--- src/rtl/coag_pkg.sv ---
`default_nettype none
package coag_pkg;
   localparam int ADDR_W = 16;
   localparam int BYTE_W = 8;
   localparam logic [7:0] ZERO_PAGE_HI = 8'h00;
   localparam logic [15:0] POST_INC = 16'h0001;
   localparam int CARRY_BIT = 7;
   localparam logic [15:0] IDX_RESET = 16'h0000;
   localparam logic [15:0] SP_RESET = 16'h00FF;
   localparam logic [15:0] PC_RESET = 16'h0000;

   typedef enum logic [3:0] {
      COAG_MODE_REG_ONLY,
      COAG_MODE_PC_OFS,
      COAG_MODE_INLINE,
      COAG_MODE_ZERO_PAGE,
      COAG_MODE_FULL_ADDR,
      COAG_MODE_IDX,
      COAG_MODE_IDX_INC,
      COAG_MODE_IDX_OFS8,
      COAG_MODE_IDX_OFS8_INC,
      COAG_MODE_IDX_OFS16,
      COAG_MODE_SP_OFS8,
      COAG_MODE_SP_OFS16
   } coag_mode_t;

   typedef enum logic [2:0] {
      COAG_ALU_NONE,
      COAG_ALU_ADD,
      COAG_ALU_SUB,
      COAG_ALU_SHL,
      COAG_ALU_SHR,
      COAG_ALU_BITTEST
   } coag_alu_t;

   typedef struct packed {
      coag_mode_t mode;
      logic [7:0] byte1;
      logic [7:0] byte2;
      logic is_dest;
      logic branch_taken;
   } coag_req_t;

   typedef struct packed {
      logic [15:0] addr;
      logic mem_access;
      logic [15:0] operand;
      logic operand_valid;
   } coag_resp_t;
endpackage
`default_nettype wire

--- src/rtl/coag_top.sv ---
`default_nettype none
module coag_top
   import coag_pkg::*;
(
   input wire logic i_clk,
   input wire logic i_reset,
   input wire logic i_ce,
   input wire logic i_req_valid,
   input wire coag_pkg::coag_req_t i_req,
   input wire logic i_idx_load,
   input wire logic [7:0] i_idx_hi,
   input wire logic [7:0] i_idx_lo,
   input wire logic i_sp_load,
   input wire logic [15:0] i_sp,
   input wire logic i_pc_load,
   input wire logic [15:0] i_pc,
   input wire logic i_alu_valid,
   input wire coag_pkg::coag_alu_t i_alu_op,
   input wire logic [7:0] i_alu_a,
   input wire logic [7:0] i_alu_b,
   input wire logic i_alu_bit,
   output logic o_resp_valid,
   output coag_pkg::coag_resp_t o_resp,
   output logic o_dest_valid,
   output logic [15:0] o_dest_addr,
   output logic [15:0] o_index_pair,
   output logic [15:0] o_stack_pointer,
   output logic [15:0] o_program_counter,
   output logic o_carry_borrow
);
   import coag_pkg::*;

   logic [7:0] idx_hi_reg;
   logic [7:0] idx_lo_reg;
   logic [15:0] sp_reg;
   logic [15:0] pc_reg;
   logic carry_reg;
   logic resp_valid_reg;
   coag_resp_t resp_reg;
   logic dest_valid_reg;
   logic [15:0] dest_reg;
   logic [15:0] index_pair;
   logic [15:0] ea_next;
   logic mem_next;
   logic post_inc;
   logic [15:0] operand_next;
   logic operand_ok;
   logic carry_next;

   // Wrapping 16-bit add; the carry out is dropped on purpose.
   function automatic logic [15:0] add16(input logic [15:0] a,
                                         input logic [15:0] b);
      logic [16:0] s;
      s = {1'b0, a} + {1'b0, b};
      return s[15:0];
   endfunction

   // Joins a high and low byte into a word.
   function automatic logic [15:0] hilo(input logic [7:0] h,
                                        input logic [7:0] l);
      return {h, l};
   endfunction

   assign index_pair = hilo(idx_hi_reg, idx_lo_reg);

   // Effective address per mode, one 16-bit address for every location.
   always_comb
   begin
      ea_next = 16'h0000;
      mem_next = 1'b1;
      post_inc = 1'b0;
      operand_next = 16'h0000;
      operand_ok = 1'b0;
      case (i_req.mode)
         COAG_MODE_REG_ONLY:
         begin
            mem_next = 1'b0;
         end
         COAG_MODE_PC_OFS:
         begin
            mem_next = 1'b0;
            ea_next = add16(pc_reg,
                            {{8{i_req.byte1[7]}}, i_req.byte1});
         end
         COAG_MODE_INLINE:
         begin
            mem_next = 1'b0;
            operand_next = hilo(i_req.byte1, i_req.byte2);
            operand_ok = 1'b1;
         end
         COAG_MODE_ZERO_PAGE:
            ea_next = hilo(ZERO_PAGE_HI, i_req.byte1);
         COAG_MODE_FULL_ADDR:
            ea_next = hilo(i_req.byte1, i_req.byte2);
         COAG_MODE_IDX:
            ea_next = index_pair;
         COAG_MODE_IDX_INC:
         begin
            ea_next = index_pair;
            post_inc = 1'b1;
         end
         COAG_MODE_IDX_OFS8:
            ea_next = add16(index_pair, {8'h00, i_req.byte1});
         COAG_MODE_IDX_OFS8_INC:
         begin
            ea_next = add16(index_pair, {8'h00, i_req.byte1});
            post_inc = 1'b1;
         end
         COAG_MODE_IDX_OFS16:
            ea_next = add16(index_pair,
                            hilo(i_req.byte1, i_req.byte2));
         COAG_MODE_SP_OFS8:
            ea_next = add16(sp_reg, {8'h00, i_req.byte1});
         COAG_MODE_SP_OFS16:
            ea_next = add16(sp_reg, hilo(i_req.byte1, i_req.byte2));
         default:
            mem_next = 1'b0;
      endcase
   end

   // Source and destination answers are held apart so a move can carry both.
   always_ff @(posedge i_clk)
   begin
      if (i_reset)
      begin
         resp_valid_reg <= 1'b0;
         resp_reg <= '0;
         dest_valid_reg <= 1'b0;
         dest_reg <= 16'h0000;
      end
      else if (i_ce)
      begin
         resp_valid_reg <= i_req_valid && !i_req.is_dest;
         dest_valid_reg <= i_req_valid && i_req.is_dest;
         if (i_req_valid && !i_req.is_dest)
         begin
            resp_reg.addr <= ea_next;
            resp_reg.mem_access <= mem_next;
            resp_reg.operand <= operand_next;
            resp_reg.operand_valid <= operand_ok;
         end
         if (i_req_valid && i_req.is_dest)
            dest_reg <= ea_next;
      end
   end

   // Index pair: loaded by the core, else bumped after a post-increment fetch.
   always_ff @(posedge i_clk)
   begin
      if (i_reset)
      begin
         idx_hi_reg <= IDX_RESET[15:8];
         idx_lo_reg <= IDX_RESET[7:0];
      end
      else if (i_ce)
      begin
         if (i_idx_load)
         begin
            idx_hi_reg <= i_idx_hi;
            idx_lo_reg <= i_idx_lo;
         end
         else if (i_req_valid && post_inc)
         begin
            {idx_hi_reg, idx_lo_reg} <= add16(index_pair, POST_INC);
         end
      end
   end

   // Stack pointer is only ever loaded by the core here.
   always_ff @(posedge i_clk)
   begin
      if (i_reset)
         sp_reg <= SP_RESET;
      else if (i_ce && i_sp_load)
         sp_reg <= i_sp;
   end

   // A taken branch moves the counter to the relative target.
   always_ff @(posedge i_clk)
   begin
      if (i_reset)
         pc_reg <= PC_RESET;
      else if (i_ce)
      begin
         if (i_pc_load)
            pc_reg <= i_pc;
         else if (i_req_valid && i_req.mode == COAG_MODE_PC_OFS
                  && i_req.branch_taken)
            pc_reg <= ea_next;
      end
   end

   // Carry from add, borrow from subtract, shifted-out bit or tested bit.
   always_comb
   begin
      logic [8:0] sum;
      sum = 9'h000;
      carry_next = carry_reg;
      case (i_alu_op)
         COAG_ALU_ADD:
         begin
            sum = {1'b0, i_alu_a} + {1'b0, i_alu_b};
            carry_next = sum[8];
         end
         COAG_ALU_SUB:
            carry_next = i_alu_a < i_alu_b;
         COAG_ALU_SHL:
            carry_next = i_alu_a[CARRY_BIT];
         COAG_ALU_SHR:
            carry_next = i_alu_a[0];
         COAG_ALU_BITTEST:
            carry_next = i_alu_bit;
         default:
            carry_next = carry_reg;
      endcase
   end

   // The flag moves only on an ALU step, so address work leaves it alone.
   always_ff @(posedge i_clk)
   begin
      if (i_reset)
         carry_reg <= 1'b0;
      else if (i_ce && i_alu_valid)
         carry_reg <= carry_next;
   end

   assign o_resp_valid = resp_valid_reg;
   assign o_resp = resp_reg;
   assign o_dest_valid = dest_valid_reg;
   assign o_dest_addr = dest_reg;
   assign o_index_pair = index_pair;
   assign o_stack_pointer = sp_reg;
   assign o_program_counter = pc_reg;
   assign o_carry_borrow = carry_reg;
endmodule
`default_nettype wire

--- config.mk ---
export PLATFORM = sky130hd
export DESIGN_NAME = coag_top
export DESIGN_NICKNAME = d
export VERILOG_FILES = /design/src/rtl/coag_pkg.sv /design/src/rtl/coag_top.sv
export SDC_FILE = /design/constraint.sdc
export NUM_CORES = 1
export LEC_CHECK = 0
export ABC_CLOCK_PERIOD_IN_PS = 4560
export BUFFER_PORTS_ARGS = -buffer_cell sky130_fd_sc_hd__buf_2
export CORE_ASPECT_RATIO = 0.5
export CORE_UTILIZATION = 49
export CTS_CLUSTER_DIAMETER = 150
export CTS_CLUSTER_SIZE = 10
export DETAILED_ROUTE_END_ITERATION = 10
export PLACE_DENSITY = 0.88
export SKIP_LAST_GASP = 1
export SLEW_MARGIN = 5
export SYNTH_ARGS = -nofsm -noshare
export SYNTH_HDL_FRONTEND = slang
export SYNTH_SLANG_ARGS = --single-unit
--- constraint.sdc ---
create_clock -name i_clk -period 4.56 [get_ports i_clk]
set_clock_uncertainty 0.2 [all_clocks]
set_input_delay 0.912 -clock i_clk [delete_from_list [all_inputs] [get_ports i_clk]]
set_output_delay 0.912 -clock i_clk [all_outputs]
set_load 0.05 [all_outputs]
* Yosys cells after proc, flatten, opt, wreduce, memory -nomap -nowiden *
Index checks and enable logic that the tools add are counted.

storage, ports and cells
  logic and storage cells = 68
  register bits = 101

cells by class
  add/subtract/negate cells = 7
  mux-type cells = 12
  eq/ne operators = 16
  reduce and logical (&&, ||, !) cells = 20
  $lt $le $gt $ge = 1

operator list
  kind                                                  number
  one-hot mux 16 bit (8 select lines)                   1
  adder 16 bit                                          3
  two-way mux 16 bit                                    3
  adder 16 x 8 -> 16 bit                                2
  two-way mux 8 bit                                     4
  adder 16 x 1 -> 16 bit (second input constant)        1
  equality test 4 x 3 -> 1 bit (second input constant)  4
  equality test 4 bit (second input constant)           4
  AND reduction 2 bit                                   5
  adder 8 x 8 -> 9 bit                                  1
  OR reduction 9 bit                                    1
  equality test 4 x 2 -> 1 bit (second input constant)  2
  < comparator 8 bit                                    1
  logical AND 1 bit                                     7
  equality test 3 x 2 -> 1 bit (second input constant)  2
  equality test 3 bit (second input constant)           2
  OR reduction 2 bit                                    3
  one-hot mux 1 bit (5 select lines)                    1
  nonzero test 5 bit                                    1
  equality test 4 x 1 -> 1 bit (second input constant)  1
  nonzero test 2 bit                                    2
  equality test 3 x 1 -> 1 bit (second input constant)  1
  two-way mux 1 bit                                     3
  logical NOT 1 bit                                     1

* Depth between registers and ports, before layout *
  depth in word-level cells = 6
  depth in mapped cells = 16
  gate-level depth less buffers = 15

* Least setup slack after synthesis *
No wires, ideal clock.

  path kind = input to register
  from = input i_req[20] (netlist bit)
  to = register pc_reg[14], in the netlist o_program_counter[14]
  cell stages on the path = 16
  buffers on the path = 1
  required time = 4.231 ns
  setup slack = -0.174 ns
  arrival = 4.405 ns
  setup time = 0.129 ns
  cell sequence = inv_1 -> ha_1 -> and2_1 -> nand2_1 -> clkbuf_1 -> mux2_2 -> ha_1 -> fa_1 -> a211oi_2 -> o21ai_1 -> a41o_1 -> a2111oi_4 -> xnor2_1 -> a221oi_2 -> a2bb2oi_2 -> o22ai_1

on the way
  longest elaborated chain between the ends = 5
  elaborated cells between the ends (all ways) = 19
  classes of those cells = eq/ne: 10; mux: 3; reduce/logical: 6

ends and longest elaborated chain
  item                                                                      RTL line                         RTL
  from (decl)                                                               coag_top.sv:9                    input wire coag_pkg::coag_req_t i_req,
  equality test 4 bit (tied with other cells)                               coag_top.sv:74                   case (i_req.mode)
  OR reduction 2 bit (no source line) or logical AND 1 bit (tied branches)  -
  one-hot mux 16 bit (8 select lines) or logical AND 1 bit (tied branches)  coag_top.sv:74, coag_top.sv:188
  two-way mux 16 bit or nonzero test 2 bit (tied branches)                  -
  two-way mux 16 bit or AND reduction 2 bit (tied branches)                 -
  to (signal assigned)                                                      coag_top.sv:186                  pc_reg <= i_pc;
  to (signal assigned)                                                      coag_top.sv:189                  pc_reg <= ea_next;
  to (decl)                                                                 coag_top.sv:36                   logic [15:0] pc_reg;

Parallel ways exist; a longest one is shown, timed or not. The select of a mux whose other input is x is not followed.
A chain may end at the register's enable or synchronous reset.

* Worst setup path in the final report *
Ends and elaborated chain as after synthesis.

==> results.cfg <==
[global_routing]
grt_pass1_wl_microns = 38000
grt_max_degree = 71
grt_use_total_pct = 31.4
antenna_found_initial = 0
grt_overflow = 0
grt_pass1_vias = 7159

[power]
p_total_mw = 2.47
p_leak_nw = 4.11
powerDensity_nw_per_um2 = 276
peakVddDrop_mv = 0.159

[timing]
fin_crit_sh_pct = 95.2
tightest_slew_ns = 0.758
fin_ws_ns = 0.217
fin_setup_tns_ns = 0
maxSlewViolCount = 0
rsz0062_at_grt = no
setup_viol = 0
hold_viol_final = 0
maxSlewHeadroom_pct = 49.5
fmax_ghz = 0.230
period_needed_ns = 4.34

[final_layout]
final_nets = 1280
finalInstanceArea_sq_um = 8930
diodes = 0
most-common-layout-cells = buf_2 (198), nand2_1 (110), dfxtp_1 (101), a21oi_1 (86), nor2_1 (85)
area_growth_syn_to_layout_pct = 20.9
layout_commonest_cell = buf_2
largest_reg_flops = 34
drive_gt1_share_pct = 25.1

[yosys]
yosysWarnings = 0
yosys.area.top_type = dfxtp_1
yosys-top-cells-area = dfxtp_1 (27%), ha_1 (11%), a21oi_1 (5.8%)
seq_area_frac_synth_pct = 27.4
synth_top_cell_area_share_pct = 27.4
ys.flop_type = dfxtp_1
synth_area_sq_um = 7390
synthArstFlopShare_pct = 0
synth.distinct_cells = 66
syn_inst = 930
post_synth.cell_area_avg_sq_um = 7.94
synth_edf_count = 0
ys_ff_latch = 101
synth_fp_nets = 1095

[worst_hold_path]
hold_class = flip-flop to flip-flop
hold_depth = 2

[drt]
drt-total-wl_microns = 25100
drt-wirelength-per-cell_microns = 19.0
first_iter_violations = 837
viasPerCell = 6.10
ant_nets = 0
vias = 8045
drtPass1Iterations = 6
drc = 0

[clock_tree]
cts_tree = yes
hold_buffers = 0
cts_setup_buffers = 0
post_cts_resized = 0
clk_pin_slew_ns = 0.08
cts-buffers-inserted = 9
root_buffer = clkbuf_16
clk_latency_ns = 0.35
cts_max_level = 3
clk_path_buf_depth = 2
cts.sinks = 101

[outcome]
status = finished clean

[die]
die_w_microns = 176
die_area_sq_um = 15600
fp.dieH_microns = 88.8
row_count = 31
initial_core_util_pct = 50.7
boundaryPins = 199
core_area_sq_um = 14600

[placed_design]
hpwlAfterDp_microns = 19200
routabilityCongestion = 0.963
pre_cts_ws_ns = -0.0634
postPlaceCellArea_sq_um = 8640
io_buffers = 198

[worst_setup_path]
start_kind = input port
arrival_ns = 4.38
end_kind = flip-flop
critPathMaxFanout = 3
worstRegToRegCells = 11
criticalPathCategory = input port to flip-flop
crit_required_ns = 4.59

[flow_run]
max_cap_violations = 0
## synth_stat cells (7+ instances only)
master	number
and3_1	14
inv_1	21
nand2_1	111
xnor2_1	21
nor2_1	85
o21ai_0	46
o211ai_1	9
a21oi_1	86
a222oi_1	7
mux2_2	24
nand3b_1	14
a211oi_1	29
xor2_1	15
nand3_1	27
clkbuf_1	43
a22oi_1	33
nor3_1	18
o22ai_1	8
dfxtp_1	101
a22o_1	8
a21o_1	15
ha_1	64
mux2i_1	19
## power by group
part | leakage [nW] | total (mW) | switching, mW | internal (mW)
Clock | 0.145 | 0.774 | 0.389 | 0.386
Combinational | 3.15 | 0.728 | 0.470 | 0.259
Sequential | 0.822 | 0.964 | 0.0506 | 0.914
## area by class of cell
type / instances / area (sq um)
fill: 1321 / 5660
tap: 198 / 248
clock buffer: 9 / 225
clock inverter: 7 / 67.6
sequential: 101 / 2020
multi-input combinational: 755 / 5080
timing repair buffer: 226 / 1200
inverter: 22 / 82.6
## critical path: stages
cell       delay, ns
buf_2           0.09
inv_1           0.04
ha_1            0.23
and2_1          0.19
nand2_2         0.10
mux2_2          0.34
ha_1            0.22
fa_1            0.42
a211oi_2        0.22
o21ai_1         0.10
a41o_1          0.31
a2111oi_4       0.32
xnor2_1         0.13
a221oi_2        0.42
a2bb2oi_2       0.22
o22ai_1         0.10
## through the flow
stage / hold WS (ns) / cells / utilization, %
global placement: 0.236 / 1302 / 59.2
floorplan: 0.471 / 930 / -
finish: 0.252 / 1318 / 61.2
detailed placement: 0.243 / 1302 / 59.2
global route: 0.279 / 1318 / 61.2
CTS: 0.256 / 1318 / 61.2
## worst paths after layout
check	endpoint	slack, ns	startpoint
setup / recovery	o_program_counter[14]	0.22	i_req[20]
hold / removal	o_resp[22]	0.25	o_resp[22]
setup reg to reg	o_program_counter[14]	1.02	idx_lo_reg[0]
hold reg to reg	o_resp[22]	0.25	o_resp[22]
## routing by layer
layer | track usage [%] | vias up | wire length (microns)
met3 | 7.56 | 42 | 2520
li1 | - | 3800 | -
met5 | 0 | - | 0
met4 | 8.93 | 0 | 411
met2 | 48.9 | 411 | 10900
met1 | 43.2 | 3792 | 11200
## cells by family (layout without fill, tap and decap cells)
| kind of cell | after synthesis | after routing | share of synthesized area (%) |
|---|---|---|---|
| adders and majority gates | 67 | 67 | 11.7 |
| xor gates and xnor gates | 36 | 36 | 4.27 |
| and+or+nand+nor | 314 | 314 | 19.8 |
| muxes | 43 | 43 | 6.23 |
| buffers and inverters | 74 | 264 | 3.86 |
| DFF | 101 | 101 | 27.4 |
| AOI/OAI and AO/OA | 295 | 295 | 26.8 |
Power figures use the tool's default switching activity.
